## src/rss_pkg.sv

```systemverilog
package rss_pkg;

  // register byte offsets
  localparam logic [7:0] RSS_OFF_RSTC     = 8'h00;
  localparam logic [7:0] RSS_OFF_VREG     = 8'h04;
  localparam logic [7:0] RSS_OFF_CLK      = 8'h08;
  localparam logic [7:0] RSS_OFF_HALT     = 8'h0C;
  localparam logic [7:0] RSS_OFF_WAIT     = 8'h10;
  localparam logic [7:0] RSS_OFF_STAT     = 8'h14;

  // reset control fields
  localparam int RSS_COLD_RESET_REQUEST_BIT = 0;
  localparam int RSS_WARM_RESET_REQUEST_BIT = 1;

  // regulator control fields
  localparam int RSS_VREG_MODE_BIT   = 0;
  localparam int RSS_VREG_MASK_BIT   = 1;
  localparam int RSS_VREG_STROBE_BIT = 5;
  localparam int RSS_VREG_VOLT_SELECT_FIELD_LSB   = 8;
  localparam int RSS_VOLT_SELECT_FIELD_W          = 5;
  localparam logic [RSS_VOLT_SELECT_FIELD_W-1:0] RSS_VOLT_SELECT_FIELD_NOMINAL = 5'h10;
  localparam logic                  RSS_MODE_SWITCHING = 1'b0;

  // clock control fields
  localparam int RSS_CLK_SEL_BIT       = 0;
  localparam int RSS_CLK_EXIT_FAST_BIT = 1;
  localparam int RSS_CLK_FAST_PD_BIT   = 2;
  localparam int RSS_CLK_SLOW_PD_BIT   = 3;
  localparam int RSS_CLK_FAST_LE_BIT   = 4;
  localparam int RSS_CLK_SLOW_LE_BIT   = 5;
  localparam int RSS_CLK_FREQ_BIT      = 6;
  localparam logic RSS_SEL_FAST      = 1'b1;
  localparam logic RSS_FREQ_LOW      = 1'b0;

  // halt control fields
  localparam int RSS_HALT_CPU_EN_BIT = 0;
  localparam int RSS_HALT_MEM_EN_BIT = 1;
  localparam int RSS_HALT_REDIR_BIT  = 2;
  localparam int RSS_HALT_MASK_LSB   = 8;
  localparam int RSS_IRQ_W           = 8;

  // strobe wait field
  localparam int RSS_WAIT_W = 8;
  localparam logic [RSS_WAIT_W-1:0] RSS_WAIT_RST = 8'h04;

  typedef struct packed {
    logic por_n;
    logic cold_n;
    logic warm_n;
  } rss_resets_t;

  typedef struct packed {
    logic fast_osc_powerdown;
    logic slow_osc_powerdown;
    logic sysclk_source_sel;
    logic fast_freq_high;
  } rss_osc_t;

  typedef enum logic [2:0] {
    RSS_ST_POR    = 3'b000,
    RSS_ST_STROBE = 3'b001,
    RSS_ST_ROK    = 3'b011,
    RSS_ST_RUN    = 3'b010,
    RSS_ST_COLD   = 3'b110,
    RSS_ST_WARM   = 3'b111
  } rss_state_t;

endpackage : rss_pkg

```

## src/rss_sequencer.sv

```systemverilog
// Summary of operation
// - reset pin asserts power-on, cold and warm resets together.
// - power-on reset held while pin asserted, released first afterwards.
// - defaults: switching mode, slow osc on, fast osc low frequency.
// - system clock select defaults to the fast oscillator.
// - after pin reset, strobe regulator to nominal switching mode for wait width.
// - cold and warm held until regulator ok, then released.
// - cold request bit asserts cold and warm only, regulator untouched.
// - cold reset clears registers except always-on and sticky ones.
// - hold until cold and warm triggers clear; cold request self-clears.
// - warm triggers: request bit, watchdog, redirected halt irq, shutdown.
// - irq triggers warm only if unmasked and redirect field zero.
// - processor shutdown gives full host warm reset.
// - warm asserts warm only, held until triggers clear; request bit clears.
// - warm resets host and non-sticky registers, no power cycling.
// - with latch-enables zero, oscillator power-down waits for halt.
// - exit-to-fast bit forces fast oscillator on wake.
// - on halt gate cpu and memory clocks per enable, power down oscillators.
// - with regulator-ok mask set, low regulator ok is ignored.
// - any wake event is latched and starts wake-up.
// - on wake, oscillator power-downs deassert asynchronously.
`timescale 1ns/1ns
`default_nettype none
module rss_sequencer #(
  parameter int IRQ_W = rss_pkg::RSS_IRQ_W
) (
  input  wire logic              aclk,
  input  wire logic              aresetn,
  input  wire logic              reset_pin_n,
  input  wire logic              watchdog_expired,
  input  wire logic              cpu_shutdown,
  input  wire logic              cpu_halted,
  input  wire logic [IRQ_W-1:0]  halt_irq,
  input  wire logic              wake_event,
  input  wire logic              regulator_ok,
  output rss_pkg::rss_resets_t   resets,
  output logic                   volt_select_strobe,
  output logic [4:0]             volt_select_field,
  output logic                   regulator_mode_sel,
  output rss_pkg::rss_osc_t      osc,
  output logic                   cpu_clk_en,
  output logic                   mem_clk_en,
  output logic                   wake_latched,
  input  wire logic [7:0]        s_axi_awaddr,
  input  wire logic              s_axi_awvalid,
  output logic                   s_axi_awready,
  input  wire logic [31:0]       s_axi_wdata,
  input  wire logic [3:0]        s_axi_wstrb,
  input  wire logic              s_axi_wvalid,
  output logic                   s_axi_wready,
  output logic [1:0]             s_axi_bresp,
  output logic                   s_axi_bvalid,
  input  wire logic              s_axi_bready,
  input  wire logic [7:0]        s_axi_araddr,
  input  wire logic              s_axi_arvalid,
  output logic                   s_axi_arready,
  output logic [31:0]            s_axi_rdata,
  output logic [1:0]             s_axi_rresp,
  output logic                   s_axi_rvalid,
  input  wire logic              s_axi_rready
);
  if (IRQ_W < 1 || IRQ_W > 24) begin : g_irq_w_check
    $error("IRQ_W out of range");
  end

  localparam int SYNC_W = 4 + IRQ_W;

  // synchronised inputs
  logic [SYNC_W-1:0] sync_q;
  logic              pin_n_s, wdt_s, shut_s, halt_s;
  logic [IRQ_W-1:0]  irq_s;

  rss_sync #(.W(SYNC_W)) u_sync (
    .aclk    (aclk),
    .aresetn (aresetn),
    .d       ({reset_pin_n, watchdog_expired, cpu_shutdown, cpu_halted, halt_irq}),
    .q       (sync_q)
  );
  assign {pin_n_s, wdt_s, shut_s, halt_s, irq_s} = sync_q;

  // registers
  logic                     cold_req_r, warm_req_r;
  logic                     mode_r, rok_mask_r, strobe_bit_r;
  logic [4:0]               volt_select_field_r;
  logic                     clk_sel_r, exit_fast_r, fast_pd_r, slow_pd_r;
  logic                     fast_le_r, slow_le_r, freq_r;
  logic                     cpu_halt_en_r, mem_halt_en_r, redir_r;
  logic [IRQ_W-1:0]         irq_mask_r;
  logic [7:0]               wait_r;
  rss_pkg::rss_state_t      state_r, state_nxt;
  logic [7:0]               cnt_r;
  logic                     halt_seen_r;
  logic                     wake_r;

  // trigger decode
  logic pin_active, cold_trig, warm_trig, irq_trig, rok_eff;
  assign pin_active = !pin_n_s;
  assign irq_trig   = |(irq_s & ~irq_mask_r) && !redir_r;
  assign warm_trig  = warm_req_r || wdt_s || irq_trig || shut_s;
  assign cold_trig  = cold_req_r;
  assign rok_eff    = regulator_ok || rok_mask_r;

  // domain resets seen by registers here
  logic por_clr, cold_clr, warm_clr;
  assign por_clr  = !aresetn || pin_active;
  assign cold_clr = por_clr || state_r == rss_pkg::RSS_ST_COLD;
  assign warm_clr = cold_clr || state_r == rss_pkg::RSS_ST_WARM;

  // state machine
  always_comb begin
    state_nxt = state_r;
    case (state_r)
      rss_pkg::RSS_ST_POR:    if (!pin_active) state_nxt = rss_pkg::RSS_ST_STROBE;
      rss_pkg::RSS_ST_STROBE: if (cnt_r == 8'h00) state_nxt = rss_pkg::RSS_ST_ROK;
      rss_pkg::RSS_ST_ROK:    if (rok_eff) state_nxt = rss_pkg::RSS_ST_RUN;
      rss_pkg::RSS_ST_RUN: begin
        if (cold_trig) state_nxt = rss_pkg::RSS_ST_COLD;
        else if (warm_trig) state_nxt = rss_pkg::RSS_ST_WARM;
      end
      rss_pkg::RSS_ST_COLD:   if (!cold_trig && !warm_trig) state_nxt = rss_pkg::RSS_ST_RUN;
      rss_pkg::RSS_ST_WARM:   if (!warm_trig) state_nxt = rss_pkg::RSS_ST_RUN;
      default:                state_nxt = rss_pkg::RSS_ST_POR;
    endcase
  end

  always_ff @(posedge aclk) begin
    if (por_clr) begin
      state_r <= rss_pkg::RSS_ST_POR;
    end else begin
      state_r <= state_nxt;
    end
  end

  // strobe width counter
  always_ff @(posedge aclk) begin
    if (por_clr) begin
      cnt_r <= 8'h00;
    end else if (state_r == rss_pkg::RSS_ST_POR) begin
      cnt_r <= (wait_r == 8'h00) ? 8'h00 : wait_r - 8'h01;
    end else if (cnt_r != 8'h00) begin
      cnt_r <= cnt_r - 8'h01;
    end
  end

  // reset outputs
  always_ff @(posedge aclk) begin
    if (por_clr) begin
      resets <= '0;
    end else begin
      resets.por_n  <= 1'b1;
      resets.cold_n <= state_nxt == rss_pkg::RSS_ST_RUN || state_nxt == rss_pkg::RSS_ST_WARM;
      resets.warm_n <= state_nxt == rss_pkg::RSS_ST_RUN;
    end
  end

  // AXI4-Lite write path
  logic        aw_hold_r, w_hold_r;
  logic [7:0]  aw_addr_r;
  logic [31:0] w_data_r;
  logic [3:0]  w_strb_r;
  logic        wr_fire, wr_hit;
  assign s_axi_awready = !aw_hold_r && !s_axi_bvalid;
  assign s_axi_wready  = !w_hold_r && !s_axi_bvalid;
  assign wr_fire = aw_hold_r && w_hold_r;

  always_ff @(posedge aclk) begin
    if (!aresetn) begin
      aw_hold_r    <= 1'b0;
      w_hold_r     <= 1'b0;
      aw_addr_r    <= 8'h00;
      w_data_r     <= 32'h0000_0000;
      w_strb_r     <= 4'h0;
      s_axi_bvalid <= 1'b0;
      s_axi_bresp  <= 2'b00;
    end else begin
      if (s_axi_awvalid && s_axi_awready) begin
        aw_hold_r <= 1'b1;
        aw_addr_r <= s_axi_awaddr;
      end
      if (s_axi_wvalid && s_axi_wready) begin
        w_hold_r <= 1'b1;
        w_data_r <= s_axi_wdata;
        w_strb_r <= s_axi_wstrb;
      end
      if (wr_fire) begin
        aw_hold_r    <= 1'b0;
        w_hold_r     <= 1'b0;
        s_axi_bvalid <= 1'b1;
        s_axi_bresp  <= wr_hit ? 2'b00 : 2'b10;
      end else if (s_axi_bvalid && s_axi_bready) begin
        s_axi_bvalid <= 1'b0;
      end
    end
  end

  logic wr_rstc, wr_vreg, wr_clk, wr_halt, wr_wait;
  assign wr_rstc = wr_fire && w_strb_r[0] && aw_addr_r[7:2] == rss_pkg::RSS_OFF_RSTC[7:2];
  assign wr_vreg = wr_fire && aw_addr_r[7:2] == rss_pkg::RSS_OFF_VREG[7:2];
  assign wr_clk  = wr_fire && w_strb_r[0] && aw_addr_r[7:2] == rss_pkg::RSS_OFF_CLK[7:2];
  assign wr_halt = wr_fire && aw_addr_r[7:2] == rss_pkg::RSS_OFF_HALT[7:2];
  assign wr_wait = wr_fire && w_strb_r[0] && aw_addr_r[7:2] == rss_pkg::RSS_OFF_WAIT[7:2];
  assign wr_hit  = wr_rstc || wr_vreg || wr_clk || wr_halt || wr_wait ||
                   aw_addr_r[7:2] == rss_pkg::RSS_OFF_STAT[7:2] || !w_strb_r[0];

  // reset control requests: cleared by the reset they cause
  always_ff @(posedge aclk) begin
    if (cold_clr) begin
      cold_req_r <= 1'b0;
      warm_req_r <= 1'b0;
    end else if (state_r == rss_pkg::RSS_ST_WARM) begin
      warm_req_r <= 1'b0;
    end else if (wr_rstc) begin
      cold_req_r <= w_data_r[rss_pkg::RSS_COLD_RESET_REQUEST_BIT];
      warm_req_r <= w_data_r[rss_pkg::RSS_WARM_RESET_REQUEST_BIT];
    end
  end

  // regulator control: reset only by power-on reset
  always_ff @(posedge aclk) begin
    if (por_clr) begin
      mode_r       <= rss_pkg::RSS_MODE_SWITCHING;
      rok_mask_r   <= 1'b0;
      strobe_bit_r <= 1'b0;
      volt_select_field_r       <= rss_pkg::RSS_VOLT_SELECT_FIELD_NOMINAL;
      wait_r       <= rss_pkg::RSS_WAIT_RST;
    end else begin
      if (wr_vreg && w_strb_r[0]) begin
        mode_r       <= w_data_r[rss_pkg::RSS_VREG_MODE_BIT];
        rok_mask_r   <= w_data_r[rss_pkg::RSS_VREG_MASK_BIT];
        strobe_bit_r <= w_data_r[rss_pkg::RSS_VREG_STROBE_BIT];
      end
      if (wr_vreg && w_strb_r[1]) volt_select_field_r <= w_data_r[rss_pkg::RSS_VREG_VOLT_SELECT_FIELD_LSB +: 5];
      if (wr_wait) wait_r <= w_data_r[7:0];
    end
  end

  // clock and oscillator control: reset at cold reset
  always_ff @(posedge aclk) begin
    if (cold_clr) begin
      clk_sel_r   <= rss_pkg::RSS_SEL_FAST;
      exit_fast_r <= 1'b0;
      fast_pd_r   <= 1'b0;
      slow_pd_r   <= 1'b0;
      fast_le_r   <= 1'b1;
      slow_le_r   <= 1'b1;
      freq_r      <= rss_pkg::RSS_FREQ_LOW;
    end else if (wr_clk) begin
      clk_sel_r   <= w_data_r[rss_pkg::RSS_CLK_SEL_BIT];
      exit_fast_r <= w_data_r[rss_pkg::RSS_CLK_EXIT_FAST_BIT];
      fast_pd_r   <= w_data_r[rss_pkg::RSS_CLK_FAST_PD_BIT];
      slow_pd_r   <= w_data_r[rss_pkg::RSS_CLK_SLOW_PD_BIT];
      fast_le_r   <= w_data_r[rss_pkg::RSS_CLK_FAST_LE_BIT];
      slow_le_r   <= w_data_r[rss_pkg::RSS_CLK_SLOW_LE_BIT];
      freq_r      <= w_data_r[rss_pkg::RSS_CLK_FREQ_BIT];
    end else if (wake_r && exit_fast_r) begin
      clk_sel_r <= rss_pkg::RSS_SEL_FAST;
    end
  end

  // halt control and masks: non-sticky, reset at warm reset
  always_ff @(posedge aclk) begin
    if (warm_clr) begin
      cpu_halt_en_r <= 1'b0;
      mem_halt_en_r <= 1'b0;
      redir_r       <= 1'b1;
      irq_mask_r    <= '1;
    end else if (wr_halt) begin
      if (w_strb_r[0]) begin
        cpu_halt_en_r <= w_data_r[rss_pkg::RSS_HALT_CPU_EN_BIT];
        mem_halt_en_r <= w_data_r[rss_pkg::RSS_HALT_MEM_EN_BIT];
        redir_r       <= w_data_r[rss_pkg::RSS_HALT_REDIR_BIT];
      end
      irq_mask_r <= w_data_r[rss_pkg::RSS_HALT_MASK_LSB +: IRQ_W];
    end
  end

  // halt capture and wake latch; a wake takes priority over a new halt
  always_ff @(posedge aclk) begin
    if (warm_clr) begin
      halt_seen_r <= 1'b0;
      wake_r      <= 1'b0;
    end else begin
      if (wake_event) wake_r <= 1'b1;
      else if (!halt_s) wake_r <= 1'b0;
      if (wake_event || !halt_s) halt_seen_r <= 1'b0;
      else if (halt_s) halt_seen_r <= 1'b1;
    end
  end

  // power-down applies directly when latch-enabled, otherwise deferred to halt
  logic fast_pd_eff, slow_pd_eff;
  assign fast_pd_eff = fast_pd_r && (fast_le_r || halt_seen_r);
  assign slow_pd_eff = slow_pd_r && (slow_le_r || halt_seen_r);

  // wake clears the power-downs without waiting for the clock
  assign osc = '{fast_osc_powerdown: fast_pd_eff && !wake_event && !wake_r,
                 slow_osc_powerdown: slow_pd_eff && !wake_event && !wake_r,
                 sysclk_source_sel:  clk_sel_r,
                 fast_freq_high:     freq_r};

  assign cpu_clk_en = !(halt_seen_r && cpu_halt_en_r);
  assign mem_clk_en = !(halt_seen_r && mem_halt_en_r);
  assign wake_latched = wake_r;

  // regulator pins
  assign volt_select_strobe = state_r == rss_pkg::RSS_ST_STROBE || strobe_bit_r;
  assign volt_select_field  = volt_select_field_r;
  assign regulator_mode_sel = mode_r;

  // AXI4-Lite read path
  logic [31:0] rd_mux;
  logic        rd_hit;
  logic [5:0]  ra;
  assign s_axi_arready = !s_axi_rvalid;
  assign ra = s_axi_araddr[7:2];
  assign rd_hit = ra <= rss_pkg::RSS_OFF_STAT[7:2];
  assign rd_mux =
    ra == rss_pkg::RSS_OFF_RSTC[7:2] ? {30'h0, warm_req_r, cold_req_r} :
    ra == rss_pkg::RSS_OFF_VREG[7:2] ? {19'h0, volt_select_field_r, 2'h0, strobe_bit_r, 3'h0, rok_mask_r, mode_r} :
    ra == rss_pkg::RSS_OFF_CLK[7:2]  ? {25'h0, freq_r, slow_le_r, fast_le_r, slow_pd_r, fast_pd_r,
                                        exit_fast_r, clk_sel_r} :
    ra == rss_pkg::RSS_OFF_HALT[7:2] ? {{(24-IRQ_W){1'b0}}, irq_mask_r, 5'h0, redir_r, mem_halt_en_r,
                                        cpu_halt_en_r} :
    ra == rss_pkg::RSS_OFF_WAIT[7:2] ? {24'h0, wait_r} :
    ra == rss_pkg::RSS_OFF_STAT[7:2] ? {24'h0, regulator_ok, wake_r, halt_seen_r, 2'h0, state_r} :
                                       32'h0000_0000;

  always_ff @(posedge aclk) begin
    if (!aresetn) begin
      s_axi_rvalid <= 1'b0;
      s_axi_rdata  <= 32'h0000_0000;
      s_axi_rresp  <= 2'b00;
    end else if (s_axi_arvalid && s_axi_arready) begin
      s_axi_rvalid <= 1'b1;
      s_axi_rdata  <= rd_mux;
      s_axi_rresp  <= rd_hit ? 2'b00 : 2'b10;
    end else if (s_axi_rvalid && s_axi_rready) begin
      s_axi_rvalid <= 1'b0;
    end
  end
endmodule : rss_sequencer
`default_nettype wire

```

## src/rss_sync.sv

```systemverilog
`timescale 1ns/1ns
`default_nettype none
module rss_sync #(
  parameter int W = 1
) (
  input  wire logic         aclk,
  input  wire logic         aresetn,
  input  wire logic [W-1:0] d,
  output logic      [W-1:0] q
);
  logic [W-1:0] meta_r;

  // two-stage synchroniser; only the second stage is read
  always_ff @(posedge aclk) begin
    if (!aresetn) begin
      meta_r <= '0;
      q      <= '0;
    end else begin
      meta_r <= d;
      q      <= meta_r;
    end
  end
endmodule : rss_sync
`default_nettype wire

```

## config.mk

```make
export PLATFORM = sky130hd
export DESIGN_NAME = rss_sequencer
export DESIGN_NICKNAME = d
export VERILOG_FILES = /design/src/rss_pkg.sv /design/src/rss_sequencer.sv /design/src/rss_sync.sv
export SDC_FILE = /design/constraint.sdc
export NUM_CORES = 1
export LEC_CHECK = 0
export BUFFER_PORTS_ARGS = -buffer_cell sky130_fd_sc_hd__buf_2
export CAP_MARGIN = 10
export CORE_UTILIZATION = 50
export CTS_CLUSTER_DIAMETER = 100
export DETAILED_ROUTE_END_ITERATION = 10
export PLACE_DENSITY = 0.88
export REMOVE_ABC_BUFFERS = 1
export SYNTH_ARGS = -nofsm -noshare
export SYNTH_HDL_FRONTEND = slang
export SYNTH_SLANG_ARGS = --single-unit
```

## constraint.sdc

```tcl
create_clock -name aclk -period 2.6 [get_ports aclk]
set_input_delay 0.13 -clock aclk [delete_from_list [all_inputs] [get_ports aclk]]
set_output_delay 0.13 -clock aclk [all_outputs]
set_load 0.01 [all_outputs]
```

==> report_table.html <==
<table>
<tr><th>Metric</th><th>Value</th></tr>
<tr><th colspan="2">Global route</th></tr>
<tr><td>Overall overflow remaining after global route</td><td>0</td></tr>
<tr><td>Vias in the first global route</td><td>~4700</td></tr>
<tr><td>First-pass GRT wire length</td><td>23360 um</td></tr>
<tr><td>Antenna violations before repair</td><td>0</td></tr>
<tr><td>All-Layer GR Usage</td><td>a little over a quarter</td></tr>
<tr><td>Largest net degree at the start of global routing</td><td>71</td></tr>
<tr><th colspan="2">Placement</th></tr>
<tr><td>Port Buf Inserts</td><td>90</td></tr>
<tr><td>Detailed Place HPWL</td><td>around 8700 um</td></tr>
<tr><td>Setup slack after placement</td><td>between 0.3 and 0.4 ns</td></tr>
<tr><td>Routability cong.</td><td>0.8632</td></tr>
<tr><th colspan="2">Drt</th></tr>
<tr><td>Antenna violation net count after detailed routing</td><td>0</td></tr>
<tr><td>Average detailed-routed wire length per instance</td><td>approximately 17 um</td></tr>
<tr><td>1st-pass router iterations</td><td>6</td></tr>
<tr><td>Post-detailed-routing wire length</td><td>~15000 um</td></tr>
<tr><td>Total DRC errors in the routed layout</td><td>0</td></tr>
<tr><td>Number of DRC markers after the initial detailed-route iteration</td><td>around 400</td></tr>
<tr><td>Per-cell via count in the routed design</td><td>approximately 5.6</td></tr>
<tr><td>Count of vias placed by the detailed router</td><td>about 4800</td></tr>
<tr><th colspan="2">Setup path</th></tr>
<tr><td>Number of cells on the worst reg-to-reg path</td><td>8</td></tr>
<tr><td>Worst r2r dst</td><td>cnt_r[4]$_SDFFE_PN0P_</td></tr>
<tr><td>Family with the most delay on the worst path</td><td>simple AND/OR/NAND/NOR gates</td></tr>
<tr><td>Slowest cell on crit path</td><td>or4b_4</td></tr>
<tr><td>Crit-path max FO</td><td>6</td></tr>
<tr><td>Critical path buffers and inverters</td><td>1</td></tr>
<tr><td>Category of the most critical setup path</td><td>reg2reg</td></tr>
<tr><td>Req. time, crit path</td><td>~3.0 ns</td></tr>
<tr><td>Crit end category</td><td>register</td></tr>
<tr><td>Cells traversed along the worst timing path</td><td>inv_1 -&gt; ha_1 -&gt; or4b_4 -&gt; or4_4 -&gt; o21ai_4 -&gt; nor2_1 -&gt; a21oi_1 -&gt; o32ai_1</td></tr>
<tr><td>Worst setup slack for register-to-register paths</td><td>0.35 ns</td></tr>
<tr><td>CP arrival</td><td>~2.7 ns</td></tr>
<tr><td>Startpoint of the worst register-to-register path</td><td>cnt_r[0]$_SDFFE_PN0P_</td></tr>
<tr><td>Startpoint class of the critical path</td><td>register</td></tr>
<tr><td>Highest cell delay on the worst timing path</td><td>0.50 ns</td></tr>
<tr><th colspan="2">Logic synthesis</th></tr>
<tr><td>FFs w/ async S/R, synth</td><td>0%</td></tr>
<tr><td>Synthesized netlist cell count</td><td>between 500 and 600</td></tr>
<tr><td>Seq/Total Area, Yosys</td><td>about 47%</td></tr>
<tr><td>Area share of the largest cell type after synthesis</td><td>47.13%</td></tr>
<tr><td>Number of storage elements in the synthesis netlist</td><td>between 100 and 150</td></tr>
<tr><td>Primary FF master, synth</td><td>dfxtp_1</td></tr>
<tr><td>Post-synthesis cell area</td><td>approximately 0.0052 mm2</td></tr>
<tr><td>Warnings, synthesis</td><td>0</td></tr>
<tr><td>Dominant cell type by area after synthesis</td><td>dfxtp_1</td></tr>
<tr><td>Synthesized area divided by synthesized cell count</td><td>roughly 8.8 um2</td></tr>
<tr><td>Number of distinct standard cells referenced by the synthesized netlist</td><td>54</td></tr>
<tr><td>Number of flops mapped to enable cells by yosys</td><td>0</td></tr>
<tr><td>Biggest area contributors in the synthesized netlist</td><td>dfxtp_1, mux2i_1, nand2_1, nor2b_1, nor2_1</td></tr>
<tr><th colspan="2">Job</th></tr>
<tr><td>Maximum Capacitance Violations</td><td>0</td></tr>
<tr><th colspan="2">STA</th></tr>
<tr><td>Final cycle utilization of the critical path</td><td>between 80% and 90%</td></tr>
<tr><td>Min Hold Slack</td><td>0.07976 ns</td></tr>
<tr><td>Number of max-slew violations in the final report</td><td>0</td></tr>
<tr><td>Unrepaired setup endpoints after global routing</td><td>no</td></tr>
<tr><td>Minimum clock period after layout</td><td>roughly 2.3 ns</td></tr>
<tr><td>Maximum achievable frequency</td><td>around 0.44 GHz</td></tr>
<tr><td>Setup TNS</td><td>0 ns</td></tr>
<tr><td>Worst-margin pin slew</td><td>between 0.8 and 0.9 ns</td></tr>
<tr><td>Final setup violation count</td><td>0</td></tr>
<tr><td>Final Hold Fails</td><td>0</td></tr>
<tr><td>Setup skew after layout</td><td>between 0.01 and 0.015 ns</td></tr>
<tr><td>Worst relative slew slack</td><td>40.40%</td></tr>
<tr><td>Post-route worst setup slack</td><td>~0.35 ns</td></tr>
<tr><th colspan="2">CTS</th></tr>
<tr><td>Clock-pin slew on the worst setup and hold paths</td><td>around 0.07 ns</td></tr>
<tr><td>Number of hold-repair buffers added at the cts stage</td><td>40</td></tr>
<tr><td>Longest Clk Path Bufs</td><td>2</td></tr>
<tr><td>Num CTS Buffers</td><td>17</td></tr>
<tr><td>Clock latency of the later-clocked register in the worst-skew pair</td><td>between 0.5 and 0.6 ns</td></tr>
<tr><td>Total number of H-tree levels</td><td>4</td></tr>
<tr><td>Number of sinks handled by clock tree synthesis</td><td>about 120</td></tr>
<tr><td>Total setup buffers inserted after CTS</td><td>0</td></tr>
<tr><td>Clock tree from TritonCTS</td><td>yes</td></tr>
<tr><td>Number of gates given a new drive strength after cts</td><td>0</td></tr>
<tr><td>Root buffer selected by CTS</td><td>clkbuf_8</td></tr>
<tr><th colspan="2">Die</th></tr>
<tr><td>Area enclosed by the die boundary</td><td>0.01078 mm2</td></tr>
<tr><td>Chip width</td><td>103.8 um</td></tr>
<tr><td>Row cnt</td><td>36</td></tr>
<tr><td># IOs</td><td>between 100 and 150</td></tr>
<tr><td>Starting density of the core</td><td>52.30%</td></tr>
<tr><td>Die extent in y</td><td>between 100 and 150 um</td></tr>
<tr><td>Area of the placeable core</td><td>0.009910 mm2</td></tr>
<tr><th colspan="2">Layout</th></tr>
<tr><td>Share of post-route cells with drive strength above 1</td><td>between 10% and 20%</td></tr>
<tr><td>Area growth syn-to-layout</td><td>28.05%</td></tr>
<tr><td>Post-layout net count</td><td>787</td></tr>
<tr><td>Final-layout fill cell count</td><td>747</td></tr>
<tr><td>Final design utilization</td><td>around 67%</td></tr>
<tr><td>Multi-input gate area in the final layout</td><td>0.002491 mm2</td></tr>
<tr><td>Count of inserted antenna diode cells</td><td>0</td></tr>
<tr><td>Register Area</td><td>about 0.0024 mm2</td></tr>
<tr><th colspan="2">Power</th></tr>
<tr><td>Overall power after layout</td><td>4634 uW</td></tr>
<tr><td>Static Leak</td><td>around 0.0029 uW</td></tr>
<tr><td>Worst supply voltage drop on vdd</td><td>543.2 uV</td></tr>
<tr><td>Power per cell area</td><td>roughly 700 mW/mm2</td></tr>
<tr><th colspan="2">Min path</th></tr>
<tr><td>Worst min-delay path category</td><td>in2reg</td></tr>
<tr><td>Hold Path Depth</td><td>3</td></tr>
<tr><td>Launch instance of the worst min-delay path</td><td>aresetn</td></tr>
<tr><td>End point of the worst hold path</td><td>volt_select_field[1]$_SDFFE_PN0P_</td></tr>
<tr><th colspan="2">Outcome</th></tr>
<tr><td>Run status</td><td>complete, no violations</td></tr>
</table>
## worst register-to-register path: cells and delay by family (launching register included)
family          cells  cell delay, ns
buf+inv             1            0.09
flops               1            0.34
simple gates        3            1.04
compound gates      3            0.44
fa+ha+maj           1            0.21
## metal layers
layer	vias up	share of wire, %	track usage, %
met1	2213	39	31.37
li1	2224	-	-
met5	-	0	0
met2	277	49	46.52
met3	60	7.9	6.986
met4	0	4.0	15.82
## layout by cell type, fill, tap and decap left out, types with 16 or more instances in the layout
cell / Yosys / layout
dfxtp_1: 122 / 122
buf_2: 4 / 90
nand2_1: 81 / 81
nor2_1: 49 / 49
dlygate4sd3_1: 0 / 40
mux2i_1: 34 / 34
nor2b_1: 31 / 31
a21oi_1: 28 / 28
and2_1: 27 / 27
a21boi_0: 23 / 23
nand3_1: 22 / 22
conb_1: 1 / 18
nor3_1: 16 / 16
clkbuf_16: 0 / 16
## Yosys cell counts, types with 6 or more instances
cell type	instances
xor2_1	7
and2_1	27
buf_4	20
clkbuf_1	23
nor2b_1	31
dfxtp_1	122
nand3_1	22
mux2i_1	34
o21ai_0	11
nor2_1	49
a21oi_1	28
nand2b_1	6
a21boi_0	23
inv_1	13
nor3_1	16
a22oi_1	13
nand2_1	81
## state kept, by name, summed over array words and instances (netlist names), 5 cells and up
register,count
wait_r,8
irq_mask_r,8
aw_addr_r,6
u_sync.meta_r,12
w_data_r,16
u_sync.q,12
s_axi_rdata,16
volt_select_field,5
cnt_r,8
## where the power goes
group          switching, uW  leakage, uW  internal, uW  total [uW]
Clock                    939     0.000281          1410        2350
Combinational            173      0.00158           149         322
Sequential              40.4     0.000994          1920        1960
## how the worst max path moves through the flow
| stage | from | endpoint | cells after the start |
|---|---|---|---|
| 4_1_cts | cnt_r[0]$_SDFFE_PN0P_ | cnt_r[4]$_SDFFE_PN0P_ | 8 |
| 3_3_place_gp | cnt_r[0]$_SDFFE_PN0P_ | cnt_r[4]$_SDFFE_PN0P_ | 8 |
| 5_1_grt | cnt_r[0]$_SDFFE_PN0P_ | cnt_r[4]$_SDFFE_PN0P_ | 8 |
| 6_report | cnt_r[0]$_SDFFE_PN0P_ | cnt_r[4]$_SDFFE_PN0P_ | 8 |
| 2_1_floorplan | cnt_r[0]$_SDFFE_PN0P_ | cnt_r[4]$_SDFFE_PN0P_ | 8 |
| 3_5_place_dp | cnt_r[0]$_SDFFE_PN0P_ | cnt_r[4]$_SDFFE_PN0P_ | 8 |
## cell type report
class / count / share of cell area, %
Sequential cell: 122 / 36.80
Timing Repair Buffer: 136 / 13.50
Clock inverter: 14 / 2.413
Multi-Input combinational cell: 421 / 37.54
Inverter: 14 / 0.7919
Tap cell: 133 / 2.508
Clock buffer: 18 / 6.448
## logic make-up after synthesis
family	Yosys count	share of synthesized area, %
compound gates	102	13.57
mux	37	7.219
fa+ha+maj	2	0.4828
buf+inv	62	6.036
simple gates	252	23.81
flops	122	47.13
other cells	1	0.07236
xor+xnor	10	1.690
## metrics by stage
| step | std cells | cell area, um2 |
|---|---|---|
| 3_3_place_gp | 786 | 5648 |
| 4_1_cts | 858 | 6636 |
| 2_1_floorplan | 557 | 4986 |
| 6_report | 858 | 6636 |
| 3_5_place_dp | 786 | 5648 |
| 5_1_grt | 858 | 6636 |
(Power assumes the default switching activity.)
